<file path="config.mk">
export PLATFORM = sky130hd
export DESIGN_NAME = sdd_dma_regs
export DESIGN_NICKNAME = d
export VERILOG_FILES = /design/src/hw/sdd_dma_regs.v /design/src/hw/sdd_sync.v
export VERILOG_INCLUDE_DIRS = /design/src /design/src/hw
export SDC_FILE = /design/constraint.sdc
export NUM_CORES = 1
export LEC_CHECK = 0
export BUFFER_PORTS_ARGS = -buffer_cell sky130_fd_sc_hd__clkbuf_2
export CAP_MARGIN = 15
export CORE_ASPECT_RATIO = 0.6
export CORE_MARGIN = 2
export CORE_UTILIZATION = 50
export DETAILED_ROUTE_END_ITERATION = 6
export PLACE_DENSITY = 0.79
export REMOVE_ABC_BUFFERS = 1
export SKIP_LAST_GASP = 1
export SLEW_MARGIN = 20
export SYNTH_ARGS = -nofsm -noshare
export SYNTH_HDL_FRONTEND = slang
export SYNTH_HIERARCHICAL = 1
export SYNTH_SLANG_ARGS = --single-unit
</file>
<file path="constraint.sdc">
create_clock -name core_clk -period 1.5 [get_ports core_clk]
set_input_delay 0.15 -clock core_clk [delete_from_list [all_inputs] [get_ports core_clk]]
set_output_delay 0.15 -clock core_clk [all_outputs]
set_load 0.05 [all_outputs]
</file>
<file path="src/hw/sdd_map.vh">
// Purpose: Offsets, field positions and reset values of the DMA control block
// Assumes: Byte-wide registers at function-1 byte offsets
// Notes: Definitions only
`ifndef SDD_MAP_VH
`define SDD_MAP_VH
// ****************************************
// Register offsets
// ****************************************
`define SDD_ADDR_W 9
`define SDD_OFF_DMA_STATUS 9'h108
`define SDD_OFF_IN_WINDOW 9'h10C
`define SDD_OFF_OUT_WINDOW 9'h110
`define SDD_OFF_DMA_IRQ 9'h168
`define SDD_OFF_IN_SIZE_LO 9'h198
`define SDD_OFF_IN_SIZE_HI 9'h19C
`define SDD_OFF_OUT_SIZE_LO 9'h1A0
`define SDD_OFF_OUT_SIZE_HI 9'h1A4
`define SDD_OFF_CRC_BAD 9'h1A8
`define SDD_OFF_CRC_GOOD 9'h1AC
// ****************************************
// Field positions and resets
// ****************************************
`define SDD_IRQ_EN_MSB 7
`define SDD_IRQ_EN_LSB 4
`define SDD_IRQ_PEND_MSB 3
`define SDD_IRQ_PEND_LSB 0
`define SDD_BUSY_MSB 7
`define SDD_BUSY_LSB 4
`define SDD_RST_BYTE 8'h00
`define SDD_RST_NIBBLE 4'h0
// Checksum report codes
`define SDD_CRC_NONE 2'h0
`define SDD_CRC_BAD 2'h1
`define SDD_CRC_GOOD 2'h2
`endif

</file>
<file path="src/hw/sdd_dma_regs.v">
// Purpose: DMA completion interrupt, transfer size and checksum report registers
// Assumes: Local and host byte ports on core_clk; one-cycle read/write strobes
// Notes: Read data is registered, valid the cycle after the strobe
//        Busy pins pass a three-stage synchroniser before they are shown
//        Payload windows only hand bytes over; the engine keeps the data
//
// Notes on behaviour
// - Four completion enables in upper nibble
// - Four pending flags in low nibble
// - Local read clears pending; host read doesn't
// - Enables local read/write, host read only
// - Host reads/writes sixteen-bit inbound size bytes
// - Outbound size bytes host read-only
// - Host access of bad register records failure
// - Host access of good register records success
// - Sizes and checksum registers reset zero
// - Busy flag per channel, zero idle
// - Payload windows: host writes in, reads out
`timescale 1ns/1ns
`include "sdd_map.vh"
module sdd_dma_regs #(
    parameter ADDR_W = 9,
    parameter NCH = 4
) (
    input wire core_clk,
    input wire rst_n,
    // Local processor port
    input wire loc_rd,
    input wire loc_wr,
    input wire [ADDR_W-1:0] loc_addr,
    input wire [7:0] loc_wdata,
    output wire [7:0] loc_rdata,
    // SDIO host port, function 1
    input wire host_rd,
    input wire host_wr,
    input wire [ADDR_W-1:0] host_addr,
    input wire [7:0] host_wdata,
    output wire [7:0] host_rdata,
    // DMA engine side: busy levels from pins, completion pulses on core_clk
    input wire [NCH-1:0] chan_busy_pin,
    input wire [NCH-1:0] chan_done,
    input wire [15:0] out_size,
    input wire out_size_load,
    input wire [7:0] out_payload,
    output wire [7:0] in_payload,
    output wire in_payload_valid,
    output wire out_payload_taken,
    output wire [15:0] in_size,
    output wire [1:0] crc_report,
    output wire dma_irq
);
    // ****************************************
    // Storage
    // ****************************************
    reg [NCH-1:0] irq_en_reg; // Completion enables, written by the local side only
    reg [NCH-1:0] pend_reg; // Completion pending flags
    reg [NCH-1:0] pend_next; // Pending flags after this cycle
    reg [15:0] in_size_reg; // Host-written inbound size
    reg [15:0] out_size_reg; // Device-loaded outbound size
    reg [1:0] crc_reg; // Latest outbound checksum verdict
    reg [7:0] loc_rdata_reg; // Local read data, held until the next local read
    reg [7:0] host_rdata_reg; // Host read data, held until the next host read
    reg [7:0] in_payload_reg; // Last inbound payload byte
    reg in_payload_valid_reg; // One-cycle mark of a fresh inbound byte
    wire [NCH-1:0] busy_sync; // Synchronised busy levels
    wire [7:0] status_byte; // Busy flags as the status register shows them
    // Address decodes, one per register access that has an effect
    wire loc_irq_rd; // Local read of the interrupt register
    wire loc_irq_wr; // Local write of the interrupt register
    wire host_size_lo_wr; // Host write of the inbound size low byte
    wire host_size_hi_wr; // Host write of the inbound size high byte
    wire host_any; // Host read or write strobe
    wire host_bad_hit; // Host access to the bad-checksum report
    wire host_good_hit; // Host access to the good-checksum report
    wire host_win_wr; // Host write of the inbound payload window
    wire host_win_rd; // Host read of the outbound payload window

    // One synchroniser per busy pin
    genvar g;
    generate
        for (g = 0; g < NCH; g = g + 1) begin : g_busy
            sdd_sync u_sync (
                .core_clk(core_clk),
                .rst_n(rst_n),
                .raw_pin(chan_busy_pin[g]),
                .clean_level(busy_sync[g])
            );
        end
    endgenerate

    // ****************************************
    // Address decode
    // ****************************************
    // Host writes to the interrupt register decode to nothing: enables are local-only
    assign loc_irq_rd = loc_rd && (loc_addr == `SDD_OFF_DMA_IRQ);
    assign loc_irq_wr = loc_wr && (loc_addr == `SDD_OFF_DMA_IRQ);
    assign host_size_lo_wr = host_wr && (host_addr == `SDD_OFF_IN_SIZE_LO);
    assign host_size_hi_wr = host_wr && (host_addr == `SDD_OFF_IN_SIZE_HI);
    assign host_any = host_rd || host_wr;
    // A read counts as much as a write: the access itself is the message
    assign host_bad_hit = host_any && (host_addr == `SDD_OFF_CRC_BAD);
    assign host_good_hit = host_any && (host_addr == `SDD_OFF_CRC_GOOD);
    assign host_win_wr = host_wr && (host_addr == `SDD_OFF_IN_WINDOW);
    assign host_win_rd = host_rd && (host_addr == `SDD_OFF_OUT_WINDOW);

    // ****************************************
    // Outputs
    // ****************************************
    assign in_size = in_size_reg;
    assign crc_report = crc_reg;
    assign loc_rdata = loc_rdata_reg;
    assign host_rdata = host_rdata_reg;
    assign in_payload = in_payload_reg;
    assign in_payload_valid = in_payload_valid_reg;
    // Status register: outbound busy in bits 7:6, inbound busy in bits 5:4
    // The busy port keeps the pending bit order, so the two halves swap here
    assign status_byte = {busy_sync[1:0], busy_sync[3:2], `SDD_RST_NIBBLE};
    // Handshake pulse: host pulled one outbound byte
    assign out_payload_taken = host_win_rd;

    // ****************************************
    // Pending flags: set beats clear
    // ****************************************
    always @* begin
        pend_next = pend_reg;
        if (loc_irq_rd) begin
            // The read already returned the old flags, so all may go
            pend_next = `SDD_RST_NIBBLE;
        end
        // New completion in the clearing cycle is kept
        pend_next = pend_next | chan_done;
    end

    // ****************************************
    // Register updates
    // ****************************************
    always @(posedge core_clk or negedge rst_n) begin
        if (!rst_n) begin
            irq_en_reg <= `SDD_RST_NIBBLE;
            pend_reg <= `SDD_RST_NIBBLE;
            in_size_reg <= {`SDD_RST_BYTE, `SDD_RST_BYTE};
            out_size_reg <= {`SDD_RST_BYTE, `SDD_RST_BYTE};
            crc_reg <= `SDD_CRC_NONE;
            in_payload_reg <= `SDD_RST_BYTE;
            in_payload_valid_reg <= 1'b0;
        end else begin
            pend_reg <= pend_next;
            // Valid is a pulse unless a window write renews it below
            in_payload_valid_reg <= 1'b0;
            // Only the local side may change enables
            if (loc_irq_wr) begin
                irq_en_reg <= loc_wdata[`SDD_IRQ_EN_MSB:`SDD_IRQ_EN_LSB];
            end
            // Inbound size bytes belong to the host; each byte lands alone
            if (host_size_lo_wr) begin
                in_size_reg[7:0] <= host_wdata;
            end
            if (host_size_hi_wr) begin
                in_size_reg[15:8] <= host_wdata;
            end
            // Outbound size only from the engine; host writes never land
            if (out_size_load) begin
                out_size_reg <= out_size;
            end
            // Any host access to a report register records its verdict
            if (host_bad_hit) begin
                crc_reg <= `SDD_CRC_BAD;
            end else if (host_good_hit) begin
                crc_reg <= `SDD_CRC_GOOD;
            end
            // Inbound payload byte handed to the engine as one pulse
            if (host_win_wr) begin
                in_payload_reg <= host_wdata;
                in_payload_valid_reg <= 1'b1;
            end
        end
    end

    // ****************************************
    // Local read data
    // ****************************************
    always @(posedge core_clk or negedge rst_n) begin
        if (!rst_n) begin
            loc_rdata_reg <= `SDD_RST_BYTE;
        end else if (loc_rd) begin
            case (loc_addr)
                `SDD_OFF_DMA_IRQ: loc_rdata_reg <= {irq_en_reg, pend_reg};
                `SDD_OFF_DMA_STATUS: loc_rdata_reg <= status_byte;
                // Sizes, windows and reports have no local access
                default: loc_rdata_reg <= `SDD_RST_BYTE;
            endcase
        end
    end

    // ****************************************
    // Host read data; host reads never clear flags
    // ****************************************
    always @(posedge core_clk or negedge rst_n) begin
        if (!rst_n) begin
            host_rdata_reg <= `SDD_RST_BYTE;
        end else if (host_rd) begin
            case (host_addr)
                `SDD_OFF_DMA_IRQ: host_rdata_reg <= {irq_en_reg, pend_reg};
                `SDD_OFF_DMA_STATUS: host_rdata_reg <= status_byte;
                // Inbound size reads back what the host wrote
                `SDD_OFF_IN_SIZE_LO: host_rdata_reg <= in_size_reg[7:0];
                `SDD_OFF_IN_SIZE_HI: host_rdata_reg <= in_size_reg[15:8];
                `SDD_OFF_OUT_SIZE_LO: host_rdata_reg <= out_size_reg[7:0];
                `SDD_OFF_OUT_SIZE_HI: host_rdata_reg <= out_size_reg[15:8];
                `SDD_OFF_OUT_WINDOW: host_rdata_reg <= out_payload;
                // Report registers always read zero
                `SDD_OFF_CRC_BAD: host_rdata_reg <= `SDD_RST_BYTE;
                `SDD_OFF_CRC_GOOD: host_rdata_reg <= `SDD_RST_BYTE;
                default: host_rdata_reg <= `SDD_RST_BYTE;
            endcase
        end
    end

    // ****************************************
    // Local interrupt request
    // ****************************************
    // Combinational request: any enabled pending channel
    // Both inputs are flip-flops, so the level cannot glitch on a strobe
    // Disabling a channel hides its flag but leaves it pending
    assign dma_irq = |(pend_reg & irq_en_reg);
endmodule

</file>
<file path="src/hw/sdd_sync.v">
// Purpose: Three-stage synchroniser with agreement filter for one pin level
// Assumes: Input is asynchronous to core_clk
// Notes: First stage feeds only the second stage
`timescale 1ns/1ns
module sdd_sync (
    input wire core_clk,
    input wire rst_n,
    input wire raw_pin,
    output wire clean_level
);
    // Synchroniser stages
    reg s1_reg;
    reg s2_reg;
    reg s3_reg;
    reg level_reg; // Accepted level, moves only on agreement
    assign clean_level = level_reg;
    // ****************************************
    // Shift stages, update when 2nd and 3rd agree
    // ****************************************
    always @(posedge core_clk or negedge rst_n) begin
        if (!rst_n) begin
            s1_reg <= 1'b0;
            s2_reg <= 1'b0;
            s3_reg <= 1'b0;
            level_reg <= 1'b0;
        end else begin
            s1_reg <= raw_pin;
            s2_reg <= s1_reg;
            s3_reg <= s2_reg;
            // Agreement filters a single-cycle glitch
            if (s2_reg == s3_reg) begin
                level_reg <= s3_reg;
            end
        end
    end
endmodule

</file>
== Word-level counts from Yosys, hierarchy flattened ==
Index checks and enable logic that the tools add are counted.

* Bits in registers: 83
* Latch bits: 0
* Memory bits (writable): 0
* Bits in read-only memories: 0
* Input bits: 73
* Output and inout port bits: 45
* Memories: 0

* Add/sub/neg operators: 0
* Multipliers: 0
* Div/mod/pow operators: 0
* Order comparisons: 0
* Equality and inequality tests: 16
* Shift operators: 0
* Muxes and demuxes: 6
* Bitwise gates (word level): 2
* Reductions and logical operators: 11

{| class="wikitable"
|+ Operators by type and width
! cell !! number
|-
| equality test 9 bit (second input constant) || 12
|-
| case mux 8 bit (7 select lines) || 1
|-
| case mux 8 bit (2 select lines) || 1
|-
| logical AND 1 bit || 8
|-
| AND 4 bit || 1
|-
| equality test 1 bit || 4
|-
| 2-to-1 mux 2 bit || 2
|-
| 2-to-1 mux 4 bit || 1
|-
| OR 4 bit || 1
|-
| OR reduction 4 bit || 1
|-
| nonzero test 2 bit || 1
|-
| logical OR 1 bit || 1
|-
| 2-to-1 mux 1 bit || 1
|}

== Longest topological paths before layout ==
Gate-level depths: netlist of the first run.

* Word-level depth: 4
* Depth in mapped cells: 6
* Gate-level depth less buffers: 5

== Modules after synthesis ==
Netlist of the first run, hierarchy kept.

{| class="wikitable"
|+ Modules (own cells, without submodules)
! module !! instances !! cells an instance !! area an instance (sq um) !! seq. area each (sq um)
|-
| sdd_dma_regs || 1 || 242 || 3125.5 || 1676.6
|-
| sdd_sync || 4 || 5 || 111.4 || 100.1
|}

== Worst setup path after synthesis of the first run ==
No wires, ideal clock.

* Path type: input port to output port
* Start: input host_addr[5]
* End: output out_payload_taken
* Data arrival time: 1.463 ns
* Required time: 1.350 ns
* Slack: -0.113 ns
* Stages on the path: 4
* Path buffers: 1
* Path through: or3b_1 > and4bb_2 > buf_2 > and2_1

* Word-level cells in the longest chain between the ends: 2

{| class="wikitable"
|+ RTL lines
! element !! line !! source
|-
| start, declared || sdd_dma_regs.v:36 || <nowiki>input wire [ADDR_W-1:0] host_addr,</nowiki>
|-
| equality test 9 bit || - ||
|-
| logical AND 1 bit || sdd_dma_regs.v:104 || <nowiki>assign host_win_rd = host_rd && (host_addr == `SDD_OFF_OUT_WINDOW);</nowiki>
|-
| end, declared || sdd_dma_regs.v:47 || <nowiki>output wire out_payload_taken,</nowiki>
|}

Every way passes these cells.

== Worst setup path after layout of the first run ==
Same ends and word-level chain as after synthesis.

==> flow_metrics.env, run 1 <==
export IMPL_status="finished with violations"
export IMPL_violations="DRC"
export IMPL_met1_usage_pct=34.5
export IMPL_p_int_mw=4.52
export IMPL_p_per_area_nw_per_um2=1150
export IMPL_grt_max_degree=42
export IMPL_min_period_over_period_pct=98.8
export IMPL_diodes=0
export IMPL_numCtsBuffers=9
export IMPL_grt_ovfl_total=0
export IMPL_wl_mm=9.29
export IMPL_hpwl_mm=6.86
export IMPL_clkPwrFrac_pct=49.2
export IMPL_whs_ps=29.8
export IMPL_vias=2845
export IMPL_cp_max_fo=4
export IMPL_setup_violations=0
export IMPL_crit_chain="clkbuf_2 -> or3b_4 -> and4bb_2 -> and2_4 -> clkbuf_8"
export IMPL_finalCriticalPeriod_ps=1480
export IMPL_antenna_found_initial=0
export IMPL_relSlewSlack_pct=69.9
export IMPL_hold_path_class="input pin to flop"
export IMPL_yosysTopAreaCell="dfrtp_1"
export IMPL_final_common_cell="clkbuf_2"
export IMPL_cts_tree="done"
export IMPL_rsz0062_at_grt="no"
export IMPL_synth_ff_type="dfrtp_1"
export IMPL_path_class="input pin to primary output"
export IMPL_synth_edf_count=0
export IMPL_fmaxAchievable_mhz=675
export IMPL_critical_path_arrival_ps=1330
export IMPL_clock_latency_ps=340
export IMPL_dr_pass1_iters=7
export IMPL_cts_max_level=3
export IMPL_core_area_um2=6790
export IMPL_p_leak_nw=2.46
export IMPL_cap_violations=0
export IMPL_die_height_um=69.5
export IMPL_cts_sinks=83
export IMPL_worst_pin_slew_ps=452
export IMPL_drtAntennaViolNets=0
export IMPL_syn_area_um2=3570
export IMPL_cp_required_ps=1350
export IMPL_clk_pin_slew_ps=60
export IMPL_fin_ws_ps=18.1
export IMPL_drt_wirelength_per_cell_um=18.1
export IMPL_end_kind="primary output"
export IMPL_clockBufferDepth=2
export IMPL_synth_cell_types=39
export IMPL_syn_inst=262
export IMPL_synthArstFlopShare_pct=100
export IMPL_grt_usage_pct=25.5
export IMPL_grt_pass1_vias=2981
export IMPL_seqPwrFrac_pct=41.7
export IMPL_start_util_pct=52.6
export IMPL_met3_usage_pct=7.17
export IMPL_synthToLayoutAreaGrowth_pct=40.1
export IMPL_drive_above_1_share_pct=53.4
export IMPL_grt_first_pass_wirelength_mm=15.2
export IMPL_share_comb_of_total_power_pct=9.1
export IMPL_die_x_um=113
export IMPL_ys_ff_latch=83
export IMPL_synth_area_top_cells="dfrtp_1 (58%), mux2_2 (14%), mux2i_1 (4.8%), a22oi_1 (2.1%), inv_1 (1.5%)"
export IMPL_via_per_inst=5.56
export IMPL_synth_top_area_share_pct=58.2
export IMPL_root_buffer="clkbuf_16"
export IMPL_synth_area_per_cell_um2=13.6
export IMPL_crit_slowest_cell="or3b_4"
export IMPL_ioPinCount=118
export IMPL_pre_cts_slack_ps=-273
export IMPL_switchingPower_mw=1.22
export IMPL_start_kind="input pin"
export IMPL_yosysWarnings=6
export IMPL_final_cell_mix="clkbuf_2 (110), dfrtp_1 (83), mux2_2 (45)"
export IMPL_max_stage_delay_ps=410
export IMPL_switching_share_pct=21.2
export IMPL_clock_skew_ps=3.82
export IMPL_drtIter0Drc=254
export IMPL_report_final_hold_viol_count=0
export IMPL_dieArea_um2=7860
export IMPL_globalRouteMet2Util_pct=39.6
export IMPL_drv_slew=0
export IMPL_gp_congestion=0.879
export IMPL_rows=23
export IMPL_placement_io_buffers=113
export IMPL_vdd_drop_max_mv=1.02
export IMPL_finalNetCount=493
export IMPL_yosysSeqAreaShare_pct=58.2
export IMPL_drc_errors=8
export IMPL_grt_busiest_layer="met2"
[kinds of logic (layout without fill, tap and decap cells)]
logic type | after synthesis | in the layout | share of synthesized area (%)
DFF | 83 | 83 | 58.2
muxes | 62 | 62 | 19.0
and+or+nand+nor | 48 | 48 | 9.60
AOI/OAI and AO/OA | 43 | 43 | 9.32
buffers and inverters | 22 | 185 | 2.70
adders and majority gates | 4 | 4 | 1.26
[power groups by stage]
stage / Clock (mW) / Sequential [mW] / Combinational [mW]
after detailed placement: 0 / 2.44 / 0.496
after global routing: 3.00 / 2.41 / 0.559
after CTS: 2.87 / 2.40 / 0.519
final: 2.82 / 2.40 / 0.521
after floorplan: 0 / 2.49 / 0.145
after global placement: 0 / 2.43 / 0.486
[stage by stage]
step           cell area, um^2  util, %  cells  TNS, ps  total power, mW
2_1_floorplan             3530        -    254    -1380             2.64
3_3_place_gp              4490     66.2    486    -4240             2.92
3_5_place_dp              4490     66.2    486    -5500             2.93
4_1_cts                   4980     73.4    511    -1.73             5.79
5_1_grt                   5000     73.7    512        0             5.96
6_report                  5000     73.7    512        0             5.74
[cell usage after synthesis, types with 5 or more instances]
library cell	instances
a22oi_1	10
buf_2	5
dfrtp_1	83
inv_1	14
mux2_2	45
mux2i_1	17
nand2_1	13
nor2_1	8
o21ai_0	8
[cell type report]
class	instances	area, um^2
inverters	14	52.6
repair buffers	155	965
flip-flops and latches	83	2080
multi-input cells	157	1410
well taps	87	109
fillers	447	1790
clock inverters	7	164
clock buffers	9	225
[final timing paths]
check,from,endpoint,slack [ps],cells past startpoint
max,host_addr[5],out_payload_taken,20,5
min,chan_done[2],pend_reg[2],30,2
max reg2reg,out_size_reg[3],host_rdata[3],240,4
min reg2reg,g_busy[1].u_sync/s1_reg,g_busy[1].u_sync/s2_reg,350,0
max in group asynchronous,rst_n,out_size_reg[7],610,3
min in group asynchronous,rst_n,loc_rdata[1],320,2
[what timing repair did]
| item | in CTS | in global routing |
|---|---|---|
| resized for setup | 4 | 5 |
| cloned | 0 | 0 |
| pin swaps | 1 | 2 |
| hold endpoints to repair | 39 | 0 |
| setup endpoints to repair | 1 | 18 |
| setup buffers | 1 | 1 |
| hold buffers | 8 | 0 |
[worst max-delay path, delay by kind of cell]
| kind | cells | cell delay [ps] |
|---|---|---|
| AND/OR/NAND/NOR | 3 | 880 |
| buffers and inverters | 2 | 290 |
[metal layers]
metal | vias up | routed length (um)
li1 | 1281 | -
met1 | 1423 | 4040
met2 | 126 | 4300
met3 | 15 | 771
met4 | 0 | 172
met5 | - | 0
Note: power is estimated with default switching activity, not from simulation.
==> run 2, diff against run 1 <==
--- a/config.mk
+++ b/config.mk
@@ -6,11 +6,12 @@
 export SDC_FILE = /design/constraint.sdc
 export NUM_CORES = 1
 export LEC_CHECK = 0
+export ABC_AREA = 1
 export BUFFER_PORTS_ARGS = -buffer_cell sky130_fd_sc_hd__clkbuf_2
 export CAP_MARGIN = 15
 export CORE_ASPECT_RATIO = 0.6
 export CORE_MARGIN = 2
-export CORE_UTILIZATION = 50
+export CORE_UTILIZATION = 51
 export DETAILED_ROUTE_END_ITERATION = 6
 export PLACE_DENSITY = 0.79
 export REMOVE_ABC_BUFFERS = 1
==> flow_metrics.env, run 2 <==
export IMPL_syn_inst=443
export IMPL_ioPinCount=118
export IMPL_dieArea_um2=8380
export IMPL_critical_path_arrival_ps=1280
export IMPL_drtIter0Drc=318
export IMPL_hold_path_class="input pin to flop"
export IMPL_cts_max_level=3
export IMPL_fmaxAchievable_mhz=699
export IMPL_die_x_um=117
export IMPL_syn_area_um2=3900
export IMPL_fin_ws_ps=70.3
export IMPL_r2r_end="host_rdata[2]"
export IMPL_antenna_found_initial=0
export IMPL_synth_cell_types=31
export IMPL_rows=24
export IMPL_die_height_um=71.7
export IMPL_p_per_area_nw_per_um2=1020
export IMPL_final_common_cell="nand2_1"
export IMPL_utilization_pct=67.4
export IMPL_rsz0062_at_grt="yes"
export IMPL_synth_area_per_cell_um2=8.80
export IMPL_critPathLaunch="pend_reg[0]"
export IMPL_fin_setup_tns_ps=0
export IMPL_drtAntennaViolNets=0
export IMPL_path_class="flop to primary output"
export IMPL_diodes=0
export IMPL_start_util_pct=53.2
export IMPL_drive_above_1_share_pct=32.5
export IMPL_numCtsBuffers=9
export IMPL_worst_pin_slew_ps=489
export IMPL_hpwl_mm=7.79
export IMPL_setup_violations=0
export IMPL_cap_violations=0
export IMPL_fillCellCount=633
export IMPL_synth_top_area_share_pct=53.3
export IMPL_status="completed"
export IMPL_drt_wirelength_per_cell_um=14.6
export IMPL_grt_pass1_vias=3360
export IMPL_final_cell_mix="nand2_1 (127), clkbuf_2 (110), dfrtp_1 (83)"
export IMPL_cts_setup_buffers=0
export IMPL_start_kind="flop"
export IMPL_gp_congestion=0.936
export IMPL_synth_top_cells_by_count="nand2_1 (127), dfrtp_1 (83), inv_1 (48), nand3_1 (47), nor2_1 (31)"
export IMPL_yosysTopAreaCell="dfrtp_1"
export IMPL_finalCriticalPeriod_ps=1430
export IMPL_vias=3541
export IMPL_clk_pin_slew_ps=60
export IMPL_synthArstFlopShare_pct=100
export IMPL_cts_tree="done"
export IMPL_root_buffer="clkbuf_16"
export IMPL_synth_edf_count=0
export IMPL_wl_mm=9.93
export IMPL_grt_ovfl_total=0
export IMPL_pre_cts_slack_ps=80.9
export IMPL_yosysSeqAreaShare_pct=53.3
export IMPL_ys_ff_latch=83
export IMPL_synthToLayoutAreaGrowth_pct=26.7
export IMPL_synth_ff_type="dfrtp_1"
export IMPL_min_period_over_period_pct=95.3
export IMPL_grt_first_pass_wirelength_mm=15.9
export IMPL_relSlewSlack_pct=67.1
export IMPL_hold_start="chan_done[1]"
export IMPL_core_area_um2=7330
export IMPL_cp_max_fo=3
export IMPL_synth_area_top_cells="dfrtp_1 (53%), nand2_1 (12%), nand3_1 (6.0%), inv_1 (4.6%), o21ai_2 (3.6%)"
export IMPL_grt_usage_pct=25.4
export IMPL_report_final_hold_viol_count=0
export IMPL_clock_latency_ps=340
export IMPL_cp_required_ps=1350
export IMPL_reg2reg_depth=6
export IMPL_whs_ps=22.5
export IMPL_finalNetCount=646
export IMPL_clockBufferDepth=2
export IMPL_drv_slew=0
export IMPL_hold_end="pend_reg[1]"
export IMPL_vdd_drop_max_mv=0.681
export IMPL_rrSetupSlack_ps=460
export IMPL_via_per_inst=5.19
export IMPL_drc_errors=0
export IMPL_synth_most_common_cell="nand2_1"
export IMPL_cts_sinks=83
export IMPL_grt_max_degree=35
export IMPL_p_leak_nw=2.70
export IMPL_end_kind="primary output"
export IMPL_r2r_start="pend_reg[2]"
export IMPL_placement_io_buffers=113
export IMPL_holdPathStages=2
export IMPL_clock_skew_ps=6.34
export IMPL_yosysWarnings=6
export IMPL_dr_pass1_iters=5
-- run 2: how the worst max path moves through the flow --
stage | end | slack, ps | cells after the start
floorplan | out_payload_taken | 20 | 5
global placement | out_payload_taken | 100 | 8
detailed placement | out_payload_taken | 80 | 8
CTS | dma_irq | 40 | 3
global route | out_payload_taken | -2 | 8
finish | dma_irq | 70 | 3
-- run 2: final cells by class --
cell class	instances	area, um^2	area share, %
Timing Repair Buffer	130	721	14.6
Multi-Input combinational cell	297	1520	30.7
Clock buffer	12	267	5.40
Sequential cell	83	2080	42.1
Tap cell	104	130	2.64
Inverter	52	195	3.95
Clock inverter	4	31.3	0.634
-- run 2: routing by layer --
metal / GRT usage (%) / vias up / share of wire [%]
li1: - / 1687 / -
met1: 36.9 / 1687 / 46
met2: 37.4 / 157 / 44
met3: 7.87 / 10 / 9.3
met4: 6.41 / 0 / 0.96
met5: 0 / - / 0
-- run 2: logic make-up after synthesis --
| kind of cell | Yosys count | share of synthesized area (%) |
|---|---|---|
| and+or+nand+nor | 236 | 27.4 |
| DFF | 83 | 53.3 |
| buffers and inverters | 63 | 7.80 |
| AOI/OAI and AO/OA | 51 | 8.64 |
| muxes | 10 | 2.89 |
-- run 2: what timing repair did --
| action | CTS | global route |
|---|---|---|
| resized for setup | 0 | 2 |
| hold buffers | 5 | 0 |
| setup endpoints to repair | 0 | 2 |
| hold endpoints to repair | 30 | 0 |
-- run 2: worst max-delay path, stage by stage, from the launching register on --
cell	delay, ps
dfrtp_1	350
inv_1	80
o2111ai_1	210
buf_2	300
-- run 2: power breakdown --
group	internal [mW]	total [mW]	switching [mW]
clock	1.26	2.11	0.850
combinational	0.179	0.500	0.321
sequential	2.33	2.40	0.0646
-- run 2: per-stage QoR --
stage	total power [mW]	instances	cell area, um^2
finish	5.01	682	4940
floorplan	2.67	432	3790
CTS	5.07	682	4940
global route	5.25	682	4940
detailed placement	2.93	661	4590
global placement	2.91	661	4590
